File: config.mk
export PLATFORM = sky130hd
export DESIGN_NAME = mms_sequencer
export DESIGN_NICKNAME = d
export VERILOG_FILES = /design/src/hw/mms_pkg.sv /design/src/hw/mms_lateral_clamp.sv /design/src/hw/mms_interval_timer.sv /design/src/hw/mms_sequencer.sv
export SDC_FILE = /design/constraint.sdc
export NUM_CORES = 1
export LEC_CHECK = 0
export BUFFER_PORTS_ARGS = -buffer_cell sky130_fd_sc_hd__buf_2
export CAP_MARGIN = 20
export CORE_MARGIN = 4
export CORE_UTILIZATION = 40
export CTS_BUF_LIST = sky130_fd_sc_hd__clkbuf_2
export DETAILED_ROUTE_END_ITERATION = 6
export HOLD_SLACK_MARGIN = 0.15
export PLACE_DENSITY = 0.67
export SETUP_SLACK_MARGIN = 0.1
export SLEW_MARGIN = 20
export SYNTH_ARGS = -nofsm -noshare
export SYNTH_HDL_FRONTEND = slang
export SYNTH_SLANG_ARGS = --single-unit
File: constraint.sdc
create_clock -name core_clk -period 6.26 [get_ports core_clk]
set_input_delay 0.313 -clock core_clk [delete_from_list [all_inputs] [get_ports core_clk]]
set_output_delay 0.313 -clock core_clk [all_outputs]
set_load 0.02 [all_outputs]
File: src/hw/mms_pkg.sv
package mms_pkg;
    // ------------------------------------------------------------
    // timing
    // ------------------------------------------------------------
    localparam int unsigned CLK_HZ      = 10_000_000;
    localparam int unsigned TICK_US     = 1000;
    localparam int unsigned TICK_CYCLES = CLK_HZ / 1_000_000 * TICK_US;
    localparam logic [10:0] PERIOD_MS_0P5 = 11'h7D0;
    localparam logic [10:0] PERIOD_MS_1   = 11'h3E8;
    localparam logic [10:0] PERIOD_MS_2   = 11'h1F4;
    localparam logic [10:0] PERIOD_MS_20  = 11'h032;
    localparam logic [10:0] PERIOD_MS_40  = 11'h019;
    localparam logic [10:0] PERIOD_MS_100 = 11'h00A;
    localparam logic [10:0] PERIOD_MS_500 = 11'h002;
    // ------------------------------------------------------------
    // register map
    // ------------------------------------------------------------
    localparam logic [7:0] ADDR_STATUS = 8'h10;
    localparam logic [7:0] ADDR_X_LO   = 8'h11;
    localparam logic [7:0] ADDR_X_HI   = 8'h12;
    localparam logic [7:0] ADDR_Y_LO   = 8'h13;
    localparam logic [7:0] ADDR_Y_HI   = 8'h14;
    localparam logic [7:0] ADDR_Z_LO   = 8'h15;
    localparam logic [7:0] ADDR_Z_HI   = 8'h16;
    localparam logic [7:0] ADDR_SET_LO = 8'h20;
    localparam logic [7:0] ADDR_CTRL1  = 8'h20;
    localparam logic [7:0] ADDR_MODE   = 8'h21;
    localparam logic [7:0] ADDR_SOFT_RST = 8'h22;
    localparam logic [7:0] ADDR_SET_HI = 8'h27;
    // ------------------------------------------------------------
    // fields and reset values
    // ------------------------------------------------------------
    localparam int unsigned STAT_RDY_POS   = 0;
    localparam int unsigned STAT_OVR_POS   = 1;
    localparam int unsigned STAT_CLAMP_POS = 2;
    localparam int unsigned STAT_ADC_POS   = 3;
    localparam int unsigned DRIVE_POS      = 0;
    localparam int unsigned RANGE_POS      = 1;
    localparam int unsigned SOFT_RST_POS   = 0;
    localparam logic [3:0]  MODE_PDN     = 4'h0;
    localparam logic [3:0]  MODE_SINGLE  = 4'h1;
    localparam logic        DRIVE_RST    = 1'b0;
    localparam logic        RANGE_RST    = 1'b0;
    // lateral limits in counts: 36.04 mT / 1.1 uT, 34.91 mT / 3.1 uT
    localparam logic signed [15:0] LIMIT_HS = 16'sh7FFC;
    localparam logic signed [15:0] LIMIT_WR = 16'sh2BFD;

    typedef enum logic [1:0] {
        FSM_IDLE,
        FSM_MEASURE,
        FSM_PSAVE
    } mms_fsm_type;
endpackage : mms_pkg

File: src/hw/mms_lateral_clamp.sv
`timescale 1ns/100ps
`default_nettype none
module mms_lateral_clamp
    import mms_pkg::*;
(
    input  wire logic [15:0] raw_x,
    input  wire logic [15:0] raw_y,
    input  wire logic        range_wide,
    output logic      [15:0] out_x,
    output logic      [15:0] out_y,
    output logic             clamp_flag
);
    // ------------------------------------------------------------
    // limit one axis, flag in the top bit
    // ------------------------------------------------------------
    function automatic logic [16:0] clamp_axis(
        input logic signed [15:0] v,
        input logic signed [15:0] lim
    );
        logic signed [15:0] nlim;
        nlim = -lim;
        if (v > lim) begin
            clamp_axis = {1'b1, lim};
        end else if (v < nlim) begin
            clamp_axis = {1'b1, nlim};
        end else begin
            clamp_axis = {1'b0, v};
        end
    endfunction : clamp_axis

    logic signed [15:0] lim;
    logic        [16:0] cx;
    logic        [16:0] cy;

    always_comb begin
        lim = range_wide ? LIMIT_WR : LIMIT_HS;
        cx = clamp_axis(raw_x, lim);
        cy = clamp_axis(raw_y, lim);
        out_x = cx[15:0];
        out_y = cy[15:0];
        clamp_flag = cx[16] | cy[16];
    end
endmodule : mms_lateral_clamp
`default_nettype wire

File: src/hw/mms_interval_timer.sv
`timescale 1ns/100ps
`default_nettype none
module mms_interval_timer
    import mms_pkg::*;
#(
    parameter int unsigned TICKS = TICK_CYCLES,
    parameter int unsigned PRE_W = 14,
    parameter int unsigned IVL_W = 11
) (
    input  wire logic       core_clk,
    input  wire logic       sys_rst,
    input  wire logic       run,
    input  wire logic       restart,
    input  wire logic [2:0] rate_code,
    output logic            wake
);
    typedef struct packed {
        logic [PRE_W-1:0] pre;
        logic [IVL_W-1:0] ivl;
        logic             wake;
    } mms_tmr_type;

    mms_tmr_type s;
    mms_tmr_type next_s;
    logic [IVL_W-1:0] reload;

    // ------------------------------------------------------------
    // reload chosen by rate
    // ------------------------------------------------------------
    always_comb begin
        case (rate_code)
            3'h0:    reload = IVL_W'(PERIOD_MS_0P5);
            3'h1:    reload = IVL_W'(PERIOD_MS_1);
            3'h2:    reload = IVL_W'(PERIOD_MS_2);
            3'h3:    reload = IVL_W'(PERIOD_MS_20);
            3'h4:    reload = IVL_W'(PERIOD_MS_40);
            3'h5:    reload = IVL_W'(PERIOD_MS_100);
            default: reload = IVL_W'(PERIOD_MS_500);
        endcase
        next_s = s;
        next_s.wake = 1'b0;
        if (!run || restart) begin
            next_s.pre = '0;
            next_s.ivl = '0;
        end else if (s.pre == PRE_W'(TICKS - 1)) begin
            next_s.pre = '0;
            if (s.ivl == reload - 1'b1) begin
                next_s.ivl  = '0;
                next_s.wake = 1'b1;
            end else begin
                next_s.ivl = s.ivl + 1'b1;
            end
        end else begin
            next_s.pre = s.pre + 1'b1;
        end
    end

    always_ff @(posedge core_clk or posedge sys_rst) begin
        if (sys_rst) begin
            s <= '0;
        end else begin
            s <= next_s;
        end
    end

    assign wake = s.wake;
endmodule : mms_interval_timer
`default_nettype wire

File: src/hw/mms_sequencer.sv
`timescale 1ns/100ps
`default_nettype none
module mms_sequencer
    import mms_pkg::*;
#(
    parameter int unsigned TICKS = TICK_CYCLES
) (
    input  wire logic        core_clk,
    input  wire logic        sys_rst,
    input  wire logic        reset_pin_n,
    input  wire logic        chip_select_n,
    input  wire logic        acc_valid,
    input  wire logic        acc_write,
    input  wire logic [7:0]  acc_addr,
    input  wire logic [7:0]  acc_wdata,
    input  wire logic        acc_end,
    input  wire logic        conv_done,
    input  wire logic [15:0] conv_x,
    input  wire logic [15:0] conv_y,
    input  wire logic [15:0] conv_z,
    input  wire logic        conv_adc_ovf,
    output logic      [7:0]  acc_rdata,
    output logic             conv_start,
    output logic             power_save_state,
    output logic             drive_select_bit,
    output logic             range_select_bit,
    output logic             spi_select
);
    // ------------------------------------------------------------
    // state
    // ------------------------------------------------------------
    typedef struct packed {
        mms_fsm_type fsm;
        logic [3:0]  mode;
        logic        drive;
        logic        range;
        logic        halt;
        logic        rdy;
        logic        ovr;
        logic        clamp;
        logic        adcovf;
        logic        rd_active;
        logic        axis_done;
        logic        pend;
        logic [15:0] px;
        logic [15:0] py;
        logic [15:0] pz;
        logic        pclamp;
        logic        padc;
        logic [15:0] x;
        logic [15:0] y;
        logic [15:0] z;
        logic [7:0]  rdata;
        logic        conv_start;
        logic        restart;
        logic        psave;
        logic        spi_sel;
    } mms_top_type;

    mms_top_type s;
    mms_top_type next_s;

    function automatic logic is_cont(input logic [3:0] m);
        is_cont = (m[0] == 1'b0) && (m != MODE_PDN);
    endfunction : is_cont

    function automatic logic is_setting(input logic [7:0] a);
        is_setting = (a >= ADDR_SET_LO) && (a <= ADDR_SET_HI);
    endfunction : is_setting

    function automatic logic is_result(input logic [7:0] a);
        is_result = (a >= ADDR_X_LO) && (a <= ADDR_Z_HI);
    endfunction : is_result

    logic        tmr_wake;
    logic [15:0] cl_x;
    logic [15:0] cl_y;
    logic        cl_flag;
    logic        do_store;
    logic        meas_done;

    // ------------------------------------------------------------
    // helpers
    // ------------------------------------------------------------
    mms_interval_timer #(
        .TICKS (TICKS)
    ) u_timer (
        .core_clk  (core_clk),
        .sys_rst   (sys_rst),
        .run       (s.fsm != FSM_IDLE && is_cont(s.mode)),
        .restart   (s.restart),
        .rate_code (3'(s.mode[3:1] - 3'h1)),
        .wake      (tmr_wake)
    );

    mms_lateral_clamp u_clamp (
        .raw_x      (conv_x),
        .raw_y      (conv_y),
        .range_wide (s.range),
        .out_x      (cl_x),
        .out_y      (cl_y),
        .clamp_flag (cl_flag)
    );

    // ------------------------------------------------------------
    // next state
    // ------------------------------------------------------------
    always_comb begin
        meas_done = conv_done && s.fsm == FSM_MEASURE;
        do_store  = 1'b0;
        next_s = s;
        next_s.conv_start = 1'b0;
        next_s.restart    = 1'b0;
        next_s.spi_sel    = ~chip_select_n;

        if (acc_valid && !acc_write) begin
            case (acc_addr)
                ADDR_STATUS: next_s.rdata = {4'h0, s.adcovf, s.clamp,
                                             s.ovr, s.rdy};
                ADDR_X_LO:   next_s.rdata = s.x[7:0];
                ADDR_X_HI:   next_s.rdata = s.x[15:8];
                ADDR_Y_LO:   next_s.rdata = s.y[7:0];
                ADDR_Y_HI:   next_s.rdata = s.y[15:8];
                ADDR_Z_LO:   next_s.rdata = s.z[7:0];
                ADDR_Z_HI:   next_s.rdata = s.z[15:8];
                ADDR_CTRL1:  next_s.rdata = {6'h00, s.range, s.drive};
                ADDR_MODE:   next_s.rdata = {4'h0, s.mode};
                default:     next_s.rdata = 8'h00;
            endcase
        end

        if (acc_valid && is_result(acc_addr)) begin
            next_s.rd_active = 1'b1;
            if (!acc_addr[0]) begin
                next_s.axis_done = 1'b1;
            end
        end

        if (acc_valid && is_setting(acc_addr)) begin
            next_s.rdy       = 1'b0;
            next_s.ovr       = 1'b0;
            next_s.rd_active = 1'b0;
            next_s.axis_done = 1'b0;
            next_s.halt      = 1'b1;
            if (acc_write && acc_addr == ADDR_CTRL1) begin
                next_s.drive = acc_wdata[DRIVE_POS];
                next_s.range = acc_wdata[RANGE_POS];
            end
            if (acc_write && acc_addr == ADDR_MODE) begin
                next_s.mode = acc_wdata[3:0];
                next_s.halt = 1'b0;
                next_s.pend  = 1'b0;
                next_s.psave = 1'b0;
                if (acc_wdata[3:0] == MODE_PDN) begin
                    next_s.fsm = FSM_IDLE;
                end else if (acc_wdata[3:0] == MODE_SINGLE ||
                             is_cont(acc_wdata[3:0])) begin
                    next_s.fsm        = FSM_MEASURE;
                    next_s.conv_start = 1'b1;
                    next_s.restart    = 1'b1;
                end else begin
                    next_s.fsm = FSM_IDLE;
                end
            end
        end

        if (acc_end) begin
            next_s.axis_done = 1'b0;
            if (s.rd_active && (s.axis_done ||
                (acc_valid && is_result(acc_addr) && !acc_addr[0]))) begin
                next_s.rdy       = 1'b0;
                next_s.ovr       = 1'b0;
                next_s.rd_active = 1'b0;
                if (s.pend) begin
                    next_s.x      = s.px;
                    next_s.y      = s.py;
                    next_s.z      = s.pz;
                    next_s.clamp  = s.pclamp;
                    next_s.adcovf = s.padc;
                    next_s.pend   = 1'b0;
                    next_s.rdy    = 1'b1;
                end
            end
        end

        if (meas_done && !next_s.halt) begin
            if (next_s.rd_active || next_s.pend) begin
                next_s.pend   = 1'b1;
                next_s.px     = cl_x;
                next_s.py     = cl_y;
                next_s.pz     = conv_z;
                next_s.pclamp = cl_flag;
                next_s.padc   = conv_adc_ovf;
            end else begin
                do_store = 1'b1;
                next_s.x = cl_x;
                next_s.y = cl_y;
                next_s.z = conv_z;
                next_s.clamp  = cl_flag;
                next_s.adcovf = conv_adc_ovf;
                next_s.ovr = next_s.rdy;
                next_s.rdy = 1'b1;
            end
        end
        if (meas_done && next_s.fsm == FSM_MEASURE) begin
            if (s.mode == MODE_SINGLE) begin
                next_s.mode = MODE_PDN;
                next_s.fsm  = FSM_IDLE;
            end else begin
                next_s.fsm   = FSM_PSAVE;
                next_s.psave = 1'b1;
            end
        end
        if (s.fsm == FSM_PSAVE && next_s.fsm == FSM_PSAVE && tmr_wake) begin
            next_s.fsm        = FSM_MEASURE;
            next_s.psave      = 1'b0;
            next_s.conv_start = 1'b1;
        end

        if (!reset_pin_n ||
            (acc_valid && acc_write && acc_addr == ADDR_SOFT_RST &&
             acc_wdata[SOFT_RST_POS])) begin
            next_s         = '0;
            next_s.drive   = DRIVE_RST;
            next_s.range   = RANGE_RST;
            next_s.mode    = MODE_PDN;
            next_s.spi_sel = ~chip_select_n;
        end
    end

    always_ff @(posedge core_clk or posedge sys_rst) begin
        if (sys_rst) begin
            s <= '0;
        end else begin
            s <= next_s;
        end
    end

    assign acc_rdata        = s.rdata;
    assign conv_start       = s.conv_start;
    assign power_save_state = s.psave;
    assign drive_select_bit = s.drive;
    assign range_select_bit = s.range;
    assign spi_select       = s.spi_sel;

    logic quiet;
    assign quiet = reset_pin_n && !acc_valid && !acc_end;
endmodule : mms_sequencer
`default_nettype wire

# Yosys cells after proc, flatten, opt, wreduce, memory -nomap -nowiden
# Cells that the tools add are included.
# W data, S select, Z words.
dict set report classes {
  add_sub_neg 5
  multipliers 0
  n_div 0
  n_lt_le_gt_ge 8
  eq_ne 24
  n_shift 0
  mux 51
  bitwise_logic 4
  n_reduce_logical 45
}
# operator n
set ops {}
lappend ops {{$mux W48} 4}
lappend ops {{$mux W126} 1}
lappend ops {{$mux W99} 1}
lappend ops {{$pmux W8 S9} 1}
lappend ops {{$mux W17} 4}
lappend ops {{$pmux W11 S6} 1}
lappend ops {{$eq A8 B5 Y1 const B} 7}
lappend ops {{$mux W51} 1}
lappend ops {{$gt A16 B16 Y1} 2}
lappend ops {{$lt A16 B16 Y1} 2}
lappend ops {{$mux W25} 1}
lappend ops {{$eq A8 B6 Y1 const B} 3}
lappend ops {{$mux W11} 2}
lappend ops {{$logic_and A1 B1 Y1} 20}
lappend ops {{$neg A16 Y16} 1}
lappend ops {{$mux W15} 1}
lappend ops {{$add A14 B1 Y14 const B} 1}
lappend ops {{$eq A14 B14 Y1 const B} 1}
lappend ops {{$mux W1} 14}
lappend ops {{$mux W14} 1}
lappend ops {{$mux W2} 7}
lappend ops {{$reduce_bool A2 Y1} 7}
lappend ops {{$mux W12} 1}
lappend ops {{$mux W4} 3}
lappend ops {{other kinds (28)} 50}
dict set report totals {
  reg_bits 152
  latch_bits 0
  mem_bits_rw 0
  rom_bits 0
  input_bits 73
  output_inout_bits 13
  word_cells 165
  memories 0
}

# Logic depth before layout (Yosys ltp)
# Gate-level depths: netlist of the first run.
dict set report logic_depth {
  word_depth 15
  depth_mapped 13
}

# Cells and area by module
# A second synthesis of the first run with hierarchy kept.
dict set report hier_totals {
  cells_unflattened 1006
  area_unflattened_um2 8909.8
}
# mod n_inst cells_per_inst area_per_inst_um2 seq_area_each_um2
set modules_own_cells {}
lappend modules_own_cells {mms_sequencer 1 667 6281.0 3153.0}
lappend modules_own_cells {mms_interval_timer 1 182 1589.0 650.6}
lappend modules_own_cells {mms_lateral_clamp 1 157 1039.7 0.0}

# Worst setup path before layout of the first run
# OpenSTA, ideal clock, no wires.
dict set report synth_timing {
  kind {register to register}
  startpoint {register s, in the netlist range_select_bit}
  endpoint {register s[31] (netlist name)}
  setup_ns 0.089
  arrival_ns 3.395
  required_ns 6.171
  setup_slack_ns 2.776
  stages_incl_launch_ff 14
  synth_period_minus_slack_ns 3.484
  path_cell_list {dfrtp_1 -> clkinv_1 -> ha_1 -> nor2b_1 -> o21ai_0 -> a31oi_1 -> o31a_1 -> o31a_1 -> o21ai_0 -> ha_1 -> inv_1 -> clkbuf_1 -> a21oi_1 -> a211oi_2}
}
# item line_no
set synth_rtl {}
lappend synth_rtl {{from (decl)} mms_sequencer.sv:60} ;# mms_top_type s;
lappend synth_rtl {{from (signal assigned)} mms_sequencer.sv:235} ;# s <= next_s;

# Worst setup path in the final report of the first run
dict set report layout_timing {
  startpoint {register s, in the netlist range_select_bit}
  endpoint {register s[78] (netlist name)}
}
dict set report layout_via {
  elab_chain_cells 8
  word_cells_on_any_way 9
}
# item line_no
set layout_rtl {}
lappend layout_rtl {{$mux W15 (*)} mms_lateral_clamp.sv:36} ;# lim = range_wide ? LIMIT_WR : LIMIT_HS;
lappend layout_rtl {{$neg A16 Y16} mms_lateral_clamp.sv:21} ;# nlim = -lim;
lappend layout_rtl {{$lt A16 B16 Y1} mms_lateral_clamp.sv:24} ;# end else if (v < nlim) begin
lappend layout_rtl {{$mux W17} mms_lateral_clamp.sv:24}
lappend layout_rtl {{$mux W17 (*)} mms_lateral_clamp.sv:22} ;# if (v > lim) begin
lappend layout_rtl {{$mux W51 (*)} mms_sequencer.sv:187} ;# if (next_s.rd_active || next_s.pend) begin
lappend layout_rtl {{$mux W99 (*)} mms_sequencer.sv:186} ;# if (meas_done && !next_s.halt) begin
lappend layout_rtl {{$mux W126 (*)} mms_sequencer.sv:220} ;# if (!reset_pin_n ||
# Every way passes the cells marked *; elsewhere a longest branch is shown, timed or not. The select of a mux whose other input is x is not followed.
# A chain may end at the register's enable or synchronous reset.

==> results of run 1 <==
area by class of cell:
type	instances	area [um2]
clock buffers	18	90.1
well taps	280	350
flip-flops and latches	152	3800
diodes	1	2.50
clock inverters	13	193
fillers	2100	11500
repair buffers	163	1200
inverters	23	91.3
multi-input cells	702	4790
flip-flops by register name, indices dropped and copies added, names as in the netlist:
| name | cells |
|---|---|
| spi_select | 1 |
| u_timer.s | 25 |
| range_select_bit | 1 |
| s | 113 |
| power_save_state | 1 |
| drive_select_bit | 1 |
| u_timer.wake | 1 |
| conv_start | 1 |
| acc_rdata | 8 |
cells in the mapped netlist, types with 3 or more instances:
cell type / instances
mux2i_1: 42
nand3b_1: 5
nor4bb_1: 3
clkbuf_1: 31
or3_1: 6
o22ai_1: 3
buf_6: 10
and2_1: 8
nand4_1: 6
nand2b_1: 8
a211oi_1: 19
xnor2_1: 8
or2_2: 9
nor3_1: 19
o21ai_0: 55
nor2_1: 71
ha_1: 23
o21ai_1: 6
a211oi_2: 28
a31oi_1: 7
a222oi_1: 4
and3_1: 15
o211a_1: 3
nor2b_1: 16
a221oi_1: 3
nand2_1: 106
a22oi_1: 5
a211o_1: 3
buf_4: 15
dfrtp_1: 152
a21oi_1: 62
o31ai_1: 10
inv_1: 21
nand3_1: 17
o31a_1: 12
buf_2: 12
nor4_1: 10
mux2_2: 22
a22o_1: 27
o211ai_1: 15
xor2_1: 8
power by group through the flow:
stage	clock, W	combinational (W)	sequential [W]
final	0.000635	0.000187	0.000985
after global routing	0.000689	0.000206	0.000985
after CTS	0.000651	0.000186	0.000985
after detailed placement	0	0.000153	0.00100
after global placement	0	0.000153	0.00100
after floorplan	0	0.0000880	0.00100
final timing paths:
| check | to | cells after the start | start | slack [ps] |
|---|---|---|---|---|
| setup / recovery | s[78]$_DFFE_PP0P_ | 12 | range_select_bit$_DFFE_PP0P_ | 2670 |
| hold / removal | s[51]$_DFF_PP0_ | 3 | sys_rst | 200 |
| setup reg to reg | s[78]$_DFFE_PP0P_ | 12 | range_select_bit$_DFFE_PP0P_ | 2670 |
| hold reg to reg | u_timer.s[12]$_DFF_PP0_ | 1 | u_timer.s[12]$_DFF_PP0_ | 460 |
| max in group asynchronous | s[95]$_DFFE_PP0P_ | 4 | sys_rst | 4580 |
| min in group core_clk | s[116]$_DFF_PP0_ | 5 | acc_valid | 240 |
stage by stage:
step | setup slack [ps] | total power (W) | hold WS [ps] | util (%)
final | 2670 | 0.00181 | 204 | 47.8
after CTS | 2700 | 0.00182 | 171 | 47.7
after global routing | 2410 | 0.00188 | 221 | 47.8
after floorplan | 1850 | 0.00109 | 372 | -
after detailed placement | 2720 | 0.00115 | 444 | 43.1
after global placement | 2760 | 0.00115 | 445 | 43.1
layer usage:
layer | vias up | track usage, % | wire length (um) | share of wire, %
met5 | - | 0 | 0 | 0
met4 | 0 | 6.17 | 588 | 2.4
met3 | 41 | 3.53 | 1210 | 5.0
met2 | 214 | 30.7 | 11300 | 47
met1 | 3842 | 27.7 | 11000 | 46
li1 | 3696 | - | - | -
critical path, stage by stage, from the launching register on:
cell and delay, ps:
dfrtp_1 420, clkinv_1 430, ha_1 460, nor2b_1 120, o21ai_0 140, a31oi_1 110, o31a_1 250, o31a_1 230
o21ai_0 150, ha_1 320, a21oi_1 240, mux2i_1 460, o21ai_0 130
cells by family after synthesis:
family	count (synthesis)	synth area share [%]
DFF	152	42.0
and+or+nand+nor	317	17.6
xor gates and xnor gates	16	1.55
muxes	64	7.37
buffers and inverters	94	5.54
adders and majority gates	23	3.18
AOI/OAI and AO/OA	282	22.8
==> reports/qor.yml, run 1 <==
status: "complete, no violations"
io_pins: 86
synth_cell_types: 76
gp_congestion: 0.850
remaining_drc_errors: 0
maxCapViolCount: 0
p_comb_share_pct: 10.4
fp.dieH_um: 159
p_switching_w: 0.000483
layout_common_cells: "dfrtp_1 (152), nand2_1 (106), buf_2 (81)"
syn_avg_cell_area_um2: 9.56
endpoint_kind: "flop"
routed_wl_um: 24100
p_leak_nw: 4.44
grt_pass1_vias: 7556
fin_tns_setup_ps: 0
period_share_pct: 57.3
first_pass_iters: 5
antenna_found_initial: 1
clkTransAtPathRegs_ps: 240
pwr-share-seq_pct: 54.5
cts_resized: 0
fmax_mhz: 279
worstPathRequired_ps: 6860
routed_via_density: 5.76
slew_headroom_pct: 34.8
finalHoldViolations: 0
numCtsBuffers: 17
drive_gt1_share_pct: 18.2
finalInstanceArea_um2: 10500
cp_max_fo: 16
die_x_um: 159
synthCells: 948
ctsRootBufferMaster: "clkbuf_2"
synth_top_flop_cell: "dfrtp_1"
layoutNonFillerInstCount: 1352
internal-power_w: 0.00132
min_period_ps: 3590
setup_viol: 0
critPathKind: "flop to flop"
clockPowerShare_pct: 35.1
drt_iter0_drc: 514
overflow: 0
syn2layout_area_growth_pct: 16.1
die-area_um2: 25100
p_sw_share_pct: 26.7
yosys_warnings: 0
grt_max_degree: 79
maxSlewViolCount: 0
vias: 7793
ir_worst_vdd_mv: 0.108
cts_setup_buffers: 0
nets: 1155
io_buffers: 81
arrival_ps: 4190
ys_ff_latch: 152
synth_top_area_share_pct: 42.0
seq_area_frac_synth_pct: 42.0
hp-class: "input pin to asynchronous set/reset pin"
post_drt_wl_per_cell_um: 17.8
cts_tree: "done"
grtUsageTotal_pct: 19.6
insertion_delay_ps: 740
critPathLaunchType: "flop"
hpwl_um: 16200
synth-edff-count: 0
postRouteAntennaNets: 0
synth_nets: 1044
cts.sinks: 152
worst_pin_slew_ps: 978
rows: 54
dpl_cell_area_um2: 9500
mappedNetlistArea_um2: 9060
skew_ps: 40.6
htreeDepth: 4
cts_hold_buffers: 73
synth_top_area_cell: "dfrtp_1"
rsz0062_at_grt: "false"
cellPowerDensity_nw_per_um2: 172
synthTopCellsByArea: "dfrtp_1 (42%), mux2i_1 (4.6%), nand2_1 (4.4%)"
ys_async_sr_fraction_pct: 100
grt_pass1_wl_um: 39500
initial_core_util_pct: 41.1
clockBufferDepth: 2
final_common_cell: "dfrtp_1"
core_um2: 22000
dp.cells: 1247
Note: power is estimated with default switching activity, not from simulation.
==> run 2: changes to the inputs <==
- PLACE_DENSITY: 0.67 -> 0.69
- clock period: 6.26 -> 3.04 ns (I/O delays scaled with it)
==> reports/qor.yml, run 2 (synthesis gave the netlist of run 1 again) <==
routed_via_density: 5.72  # was 5.76
post_drt_wl_per_cell_um: 18.5  # was 17.8 um
syn2layout_area_growth_pct: 28.3  # was 16.1%
ctsRootBufferMaster: "clkbuf_2"  # unchanged
nets: 1244  # was 1155
finalInstanceArea_um2: 11600  # was 10500 um2
maxCapViolCount: 0  # unchanged
largest_register_ffs: 113  # unchanged
fmax_mhz: 342
cellPowerDensity_nw_per_um2: 318  # was 172 nW/um2
io_buffers: 81  # unchanged
dp.cells: 1275  # was 1247
grt_max_degree: 48  # was 79
worstPathRequired_ps: 3680  # was 6860 ps
grt_pass1_vias: 8004  # was 7556
status: "complete, no violations"  # unchanged
rsz0062_at_grt: "true"  # was false
slew_headroom_pct: 53.7  # was 34.8%
grtUsageTotal_pct: 20.9  # was 19.6%
htreeDepth: 4  # unchanged
finalHoldViolations: 0  # unchanged
vias: 8246  # was 7793
setup_viol: 0  # unchanged
ir_worst_vdd_mv: 0.182  # was 0.108 mV
fp.dieH_um: 159  # unchanged
clockBufferDepth: 2  # unchanged
overflow: 0  # unchanged
layoutNonFillerInstCount: 1442  # was 1352
remaining_drc_errors: 0  # unchanged
period_share_pct: 96.3
setup_ws_ps: 112  # was 2670 ps
insertion_delay_ps: 750  # was 740 ps
min_period_ps: 2930
cts_tree: "done"  # unchanged
core_um2: 22000  # unchanged
drt_iter0_drc: 592  # was 514
critPathLaunchType: "input pin"  # was flop
place_ws_ps: 68.8  # was 2720 ps
layout_common_cells: "dfrtp_1 (151), dlygate4sd3_1 (122), nand2_1 (106)"  # was dfrtp_1 (152), nand2_1 (106), buf_2 (81)
numCtsBuffers: 17  # unchanged
regMostFlops: "s"  # unchanged
gp_congestion: 0.903  # was 0.850
die-area_um2: 25100  # unchanged
endpoint_kind: "flop"  # unchanged
power_w: 0.00370  # was 0.00181 W
first_pass_iters: 6  # was 5
io_pins: 86  # unchanged
routed_wl_um: 26600  # was 24100 um
postRouteAntennaNets: 0  # unchanged
maxSlewViolCount: 0  # unchanged
skew_ps: 46.1  # was 40.6 ps
hpwl_um: 17100  # was 16200 um
drive_gt1_share_pct: 24.4  # was 18.2%
final_common_cell: "dfrtp_1"  # unchanged
clkTransAtPathRegs_ps: 260  # was 240 ps
worst_pin_slew_ps: 692  # was 978 ps
dpl_cell_area_um2: 9760  # was 9500 um2
arrival_ps: 3560  # was 4190 ps
p_leak_nw: 4.93  # was 4.44 nW
cts.sinks: 152  # unchanged
grt_pass1_wl_um: 41800  # was 39500 um
die_x_um: 159  # unchanged
antenna_found_initial: 1  # unchanged
hp-class: "input pin to flop"  # was input pin to asynchronous set/reset pin
rows: 54  # unchanged
critPathKind: "input pin to flop"  # was flop to flop
cp_max_fo: 22  # was 16
initial_core_util_pct: 41.1  # unchanged
fin_tns_setup_ps: 0  # unchanged
run 2: path summary, 6_finish.rpt:
check	depth (start not counted)	end	from	slack (ps)
worst max-delay path	12	s[76]$_DFFE_PP0P_	acc_addr[6]	110
worst min-delay path	4	s[21]$_DFF_PP0_	conv_z[9]	210
worst max register to register	7	s[76]$_DFFE_PP0P_	s[111]$_DFFE_PP0P_	170
worst min register to register	1	u_timer.s[12]$_DFF_PP0_	u_timer.s[12]$_DFF_PP0_	470
max in group asynchronous	5	s[16]$_DFF_PP0_	sys_rst	1540
min in group asynchronous	4	s[106]$_DFFE_PP0P_	sys_rst	620
run 2: final cells by class:
type | count | area (um2)
Antenna cell | 1 | 2.50
Tap cell | 280 | 350
Sequential cell | 152 | 3800
Inverter | 23 | 103
Timing Repair inverter | 2 | 15.0
Clock buffer | 18 | 90.1
Clock inverter | 14 | 146
Timing Repair Buffer | 250 | 2070
Multi-Input combinational cell | 702 | 5040
Fill cell | 1939 | 10400
run 2: timing repair:
item                       in CTS  in global routing
gates resized for setup         5                 71
hold buffers                  122                  0
hold endpoints to repair      278                  0
setup endpoints to repair      20                 83
setup buffers                   0                 10
cloned                          1                  1
pin swaps                       0                 11
run 2: power by group:
group          total (W)  switching, W  internal (W)
clock            0.00117      0.000782      0.000388
sequential       0.00203   0.000000660       0.00203
combinational   0.000500      0.000280      0.000220
total            0.00370       0.00106       0.00264
run 2: metrics by stage:
step / util [%] / hold WS (ps)
after floorplan: - / 211
after global placement: 44.3 / 296
after detailed placement: 44.3 / 299
after CTS: 51.1 / 150
after global routing: 52.8 / 163
final: 52.8 / 213
run 2: layer usage:
metal  vias up  GRT usage [%]  share of wire [%]
li1       3874              -                  -
met5         -              0                  0
met3        60           3.70                5.1
met4         0           6.46                2.5
met1      4040           28.5                 45
met2       272           33.9                 48
run 2: worst max-delay path: stages:
cell and delay (ps):
dlygate4sd3_1 540, buf_2 160, nor4_2 220, dlygate4sd3_1 580
buf_4 150, nand4_1 240, o21a_4 320, nand2_1 110
nor3_2 50, buf_4 250, a22o_1 210, dlygate4sd3_1 560
==> run 3: changes to the inputs <==
- PLACE_DENSITY: 0.69 -> 0.67
- clock period: 3.04 -> 3.64 ns (I/O delays scaled with it)
==> reports/qor.yml, run 3 (synthesis gave the netlist of run 1 again) <==
status: "complete, no violations"  # unchanged
grt_pass1_wl_um: 40100  # was 41800 um
grt_pass1_vias: 7721  # was 8004
setup_viol: 0  # unchanged
routed_wl_um: 25100  # was 26600 um
fmax_mhz: 295
wl_met3_um: 1250  # was 1350 um
routed_via_density: 5.63  # was 5.72
finalHoldViolations: 0  # unchanged
worstRegToRegCells: 13  # was 7
insertion_delay_ps: 730  # was 750 ps
power_w: 0.00321  # was 0.00370 W
path_cells: "buf_6 > ha_1 > nor2b_1 > o21ai_1 > a31oi_1 > o31a_1 > o31a_1 > o21ai_1 > ha_2 > or2_2 > a21oi_1 > o31ai_1 > dlygate4sd3_1"  # was dlygate4sd3_1 > buf_2 > nor4_2 > dlygate4sd3_1 > buf_4 > nand4_1 > o21a_4 > nand2_1 > nor3_2 > buf_4 > a22o_1 > dlygate4sd3_1
cp_max_fo: 23  # was 22
regArea_um2: 3800  # about the same
ctsRootBufferMaster: "clkbuf_2"  # unchanged
reg2reg_slack_ps: 250  # was 170 ps
hpwl_um: 16600  # was 17100 um
worstPathRequired_ps: 4290  # was 3680 ps
drive_gt1_share_pct: 19.9  # was 24.4%
htreeDepth: 4  # unchanged
rsz0062_at_grt: "false"  # was true
skew_ps: 29.7  # was 46.1 ps
hp-class: "input pin to asynchronous set/reset pin"  # was input pin to flop
final_common_cell: "dfrtp_1"  # unchanged
grt_max_degree: 153  # was 48
antenna_found_initial: 1  # unchanged
fillers: 2053  # was 1939
postRouteAntennaNets: 0  # unchanged
numCtsBuffers: 17  # unchanged
regMostFlops: "s"  # unchanged
reg2reg_to: "s[88]$_DFFE_PP0P_"  # was s[76]$_DFFE_PP0P_
endpoint_kind: "flop"  # unchanged
cts.sinks: 152  # unchanged
cts_tree: "done"  # unchanged
maxSlewViolCount: 0  # unchanged
r2r_start: "range_select_bit$_DFFE_PP0P_"  # was s[111]$_DFFE_PP0P_
ir_worst_vdd_mv: 0.187  # was 0.182 mV
dp.cells: 1259  # was 1275
multi_input_area_um2: 4810  # was 5040 um2
slew_headroom_pct: 41.1  # was 53.7%
overflow: 0  # unchanged
vias: 7877  # was 8246
fin_tns_setup_ps: 0  # unchanged
first_pass_iters: 5  # was 6
largest_register_ffs: 113  # unchanged
drt_iter0_drc: 604  # was 592
period_share_pct: 93.1
grtUsageTotal_pct: 20.1  # was 20.9%
critPathMaxStageDelay_ps: 570  # was 580 ps
cp_slowest_cell: "dlygate4sd3_1"  # unchanged
wl_met2_um: 12100  # was 12700 um
wl_met1_um: 11300  # was 11900 um
fp.dieH_um: 159  # unchanged
syn2layout_area_growth_pct: 21.6  # was 28.3%
post_drt_wl_per_cell_um: 17.9  # was 18.5 um
crit_cells: 13  # was 12
arrival_ps: 4040  # was 3560 ps
layout_common_cells: "dfrtp_1 (152), nand2_1 (105), dlygate4sd3_1 (98)"  # was dfrtp_1 (151), dlygate4sd3_1 (122), nand2_1 (106)
io_pins: 86  # unchanged
core_um2: 22000  # unchanged
worst_pin_slew_ps: 880  # was 692 ps
min_period_ps: 3390
path_buf_inv: 2  # was 6
gp_congestion: 0.886  # was 0.903
critPathKind: "flop to flop"  # was input pin to flop
remaining_drc_errors: 0  # unchanged
p_leak_nw: 4.70  # was 4.93 nW
die_x_um: 159  # unchanged
clkTransAtPathRegs_ps: 260  # about the same
initial_core_util_pct: 41.1  # unchanged
die-area_um2: 25100  # unchanged
critical_path.top_delay_family: "compound AO/OA/AOI/OAI gates"  # was buffers and inverters
clockBufferDepth: 2  # unchanged
nets: 1200  # was 1244
io_buffers: 81  # unchanged
maxCapViolCount: 0  # unchanged
highest_layer: "met4"  # unchanged
critPathLaunchType: "flop"  # was input pin
layoutNonFillerInstCount: 1400  # was 1442
rows: 54  # unchanged
cellPowerDensity_nw_per_um2: 291  # was 318 nW/um2
-- run 3: worst min-delay path, stage by stage --
cell and delay (ps):
dlygate4sd3_1 530, buf_2 130, clkinvlp_4 70, buf_12 550
-- run 3: worst max path at each step --
stage	from	endpoint	slack, ps
after floorplan	range_select_bit$_DFFE_PP0P_	s[31]$_DFF_PP0_	160
after global placement	range_select_bit$_DFFE_PP0P_	s[78]$_DFFE_PP0P_	650
after detailed placement	range_select_bit$_DFFE_PP0P_	s[78]$_DFFE_PP0P_	610
after CTS	range_select_bit$_DFFE_PP0P_	s[88]$_DFFE_PP0P_	150
after global routing	range_select_bit$_DFFE_PP0P_	s[88]$_DFFE_PP0P_	100
final	range_select_bit$_DFFE_PP0P_	s[88]$_DFFE_PP0P_	250
-- run 3: layer usage --
metal,up-vias,GRT usage [%]
li1,3792,-
met1,3819,27.5
met2,233,33.2
met3,33,3.10
met4,0,5.61
met5,-,0
-- run 3: cell type report --
cell class                 instances  area share (%)
sequential                       152            34.5
inverter                          23           0.851
clock buffer                      17           0.772
multi-input combinational        702            43.7
timing repair buffer             208            15.0
clock inverter                    15            1.96
tap                              280            3.18
antenna                            3          0.0681
-- run 3: repair_timing --
| item | in CTS | in global routing |
|---|---|---|
| endpoints found under the hold margin | 278 | 1 |
| setup endpoints to repair | 0 | 4 |
| setup buffers | 0 | 7 |
| gates resized for setup | 0 | 13 |
| hold buffers | 98 | 1 |
-- run 3: power by group --
| group | leakage [nW] | switching [W] | internal, W |
|---|---|---|---|
| Combinational | 2.41 | 0.000207 | 0.000151 |
| Clock | 0.167 | 0.000688 | 0.000472 |
| Sequential | 2.12 | 0.000000442 | 0.00169 |
| Total | 4.70 | 0.000895 | 0.00232 |
-- run 3: stage by stage --
stage                     instance area (um2)  hold slack [ps]  util (%)  setup slack (ps)
after floorplan                          9070              241         -               156
after global placement                   9630              378      43.7               653
after detailed placement                 9630              372      43.7               609
after CTS                               10900              151      49.5               153
after global routing                    11000              151      50.0               103
final                                   11000              187      50.0               253
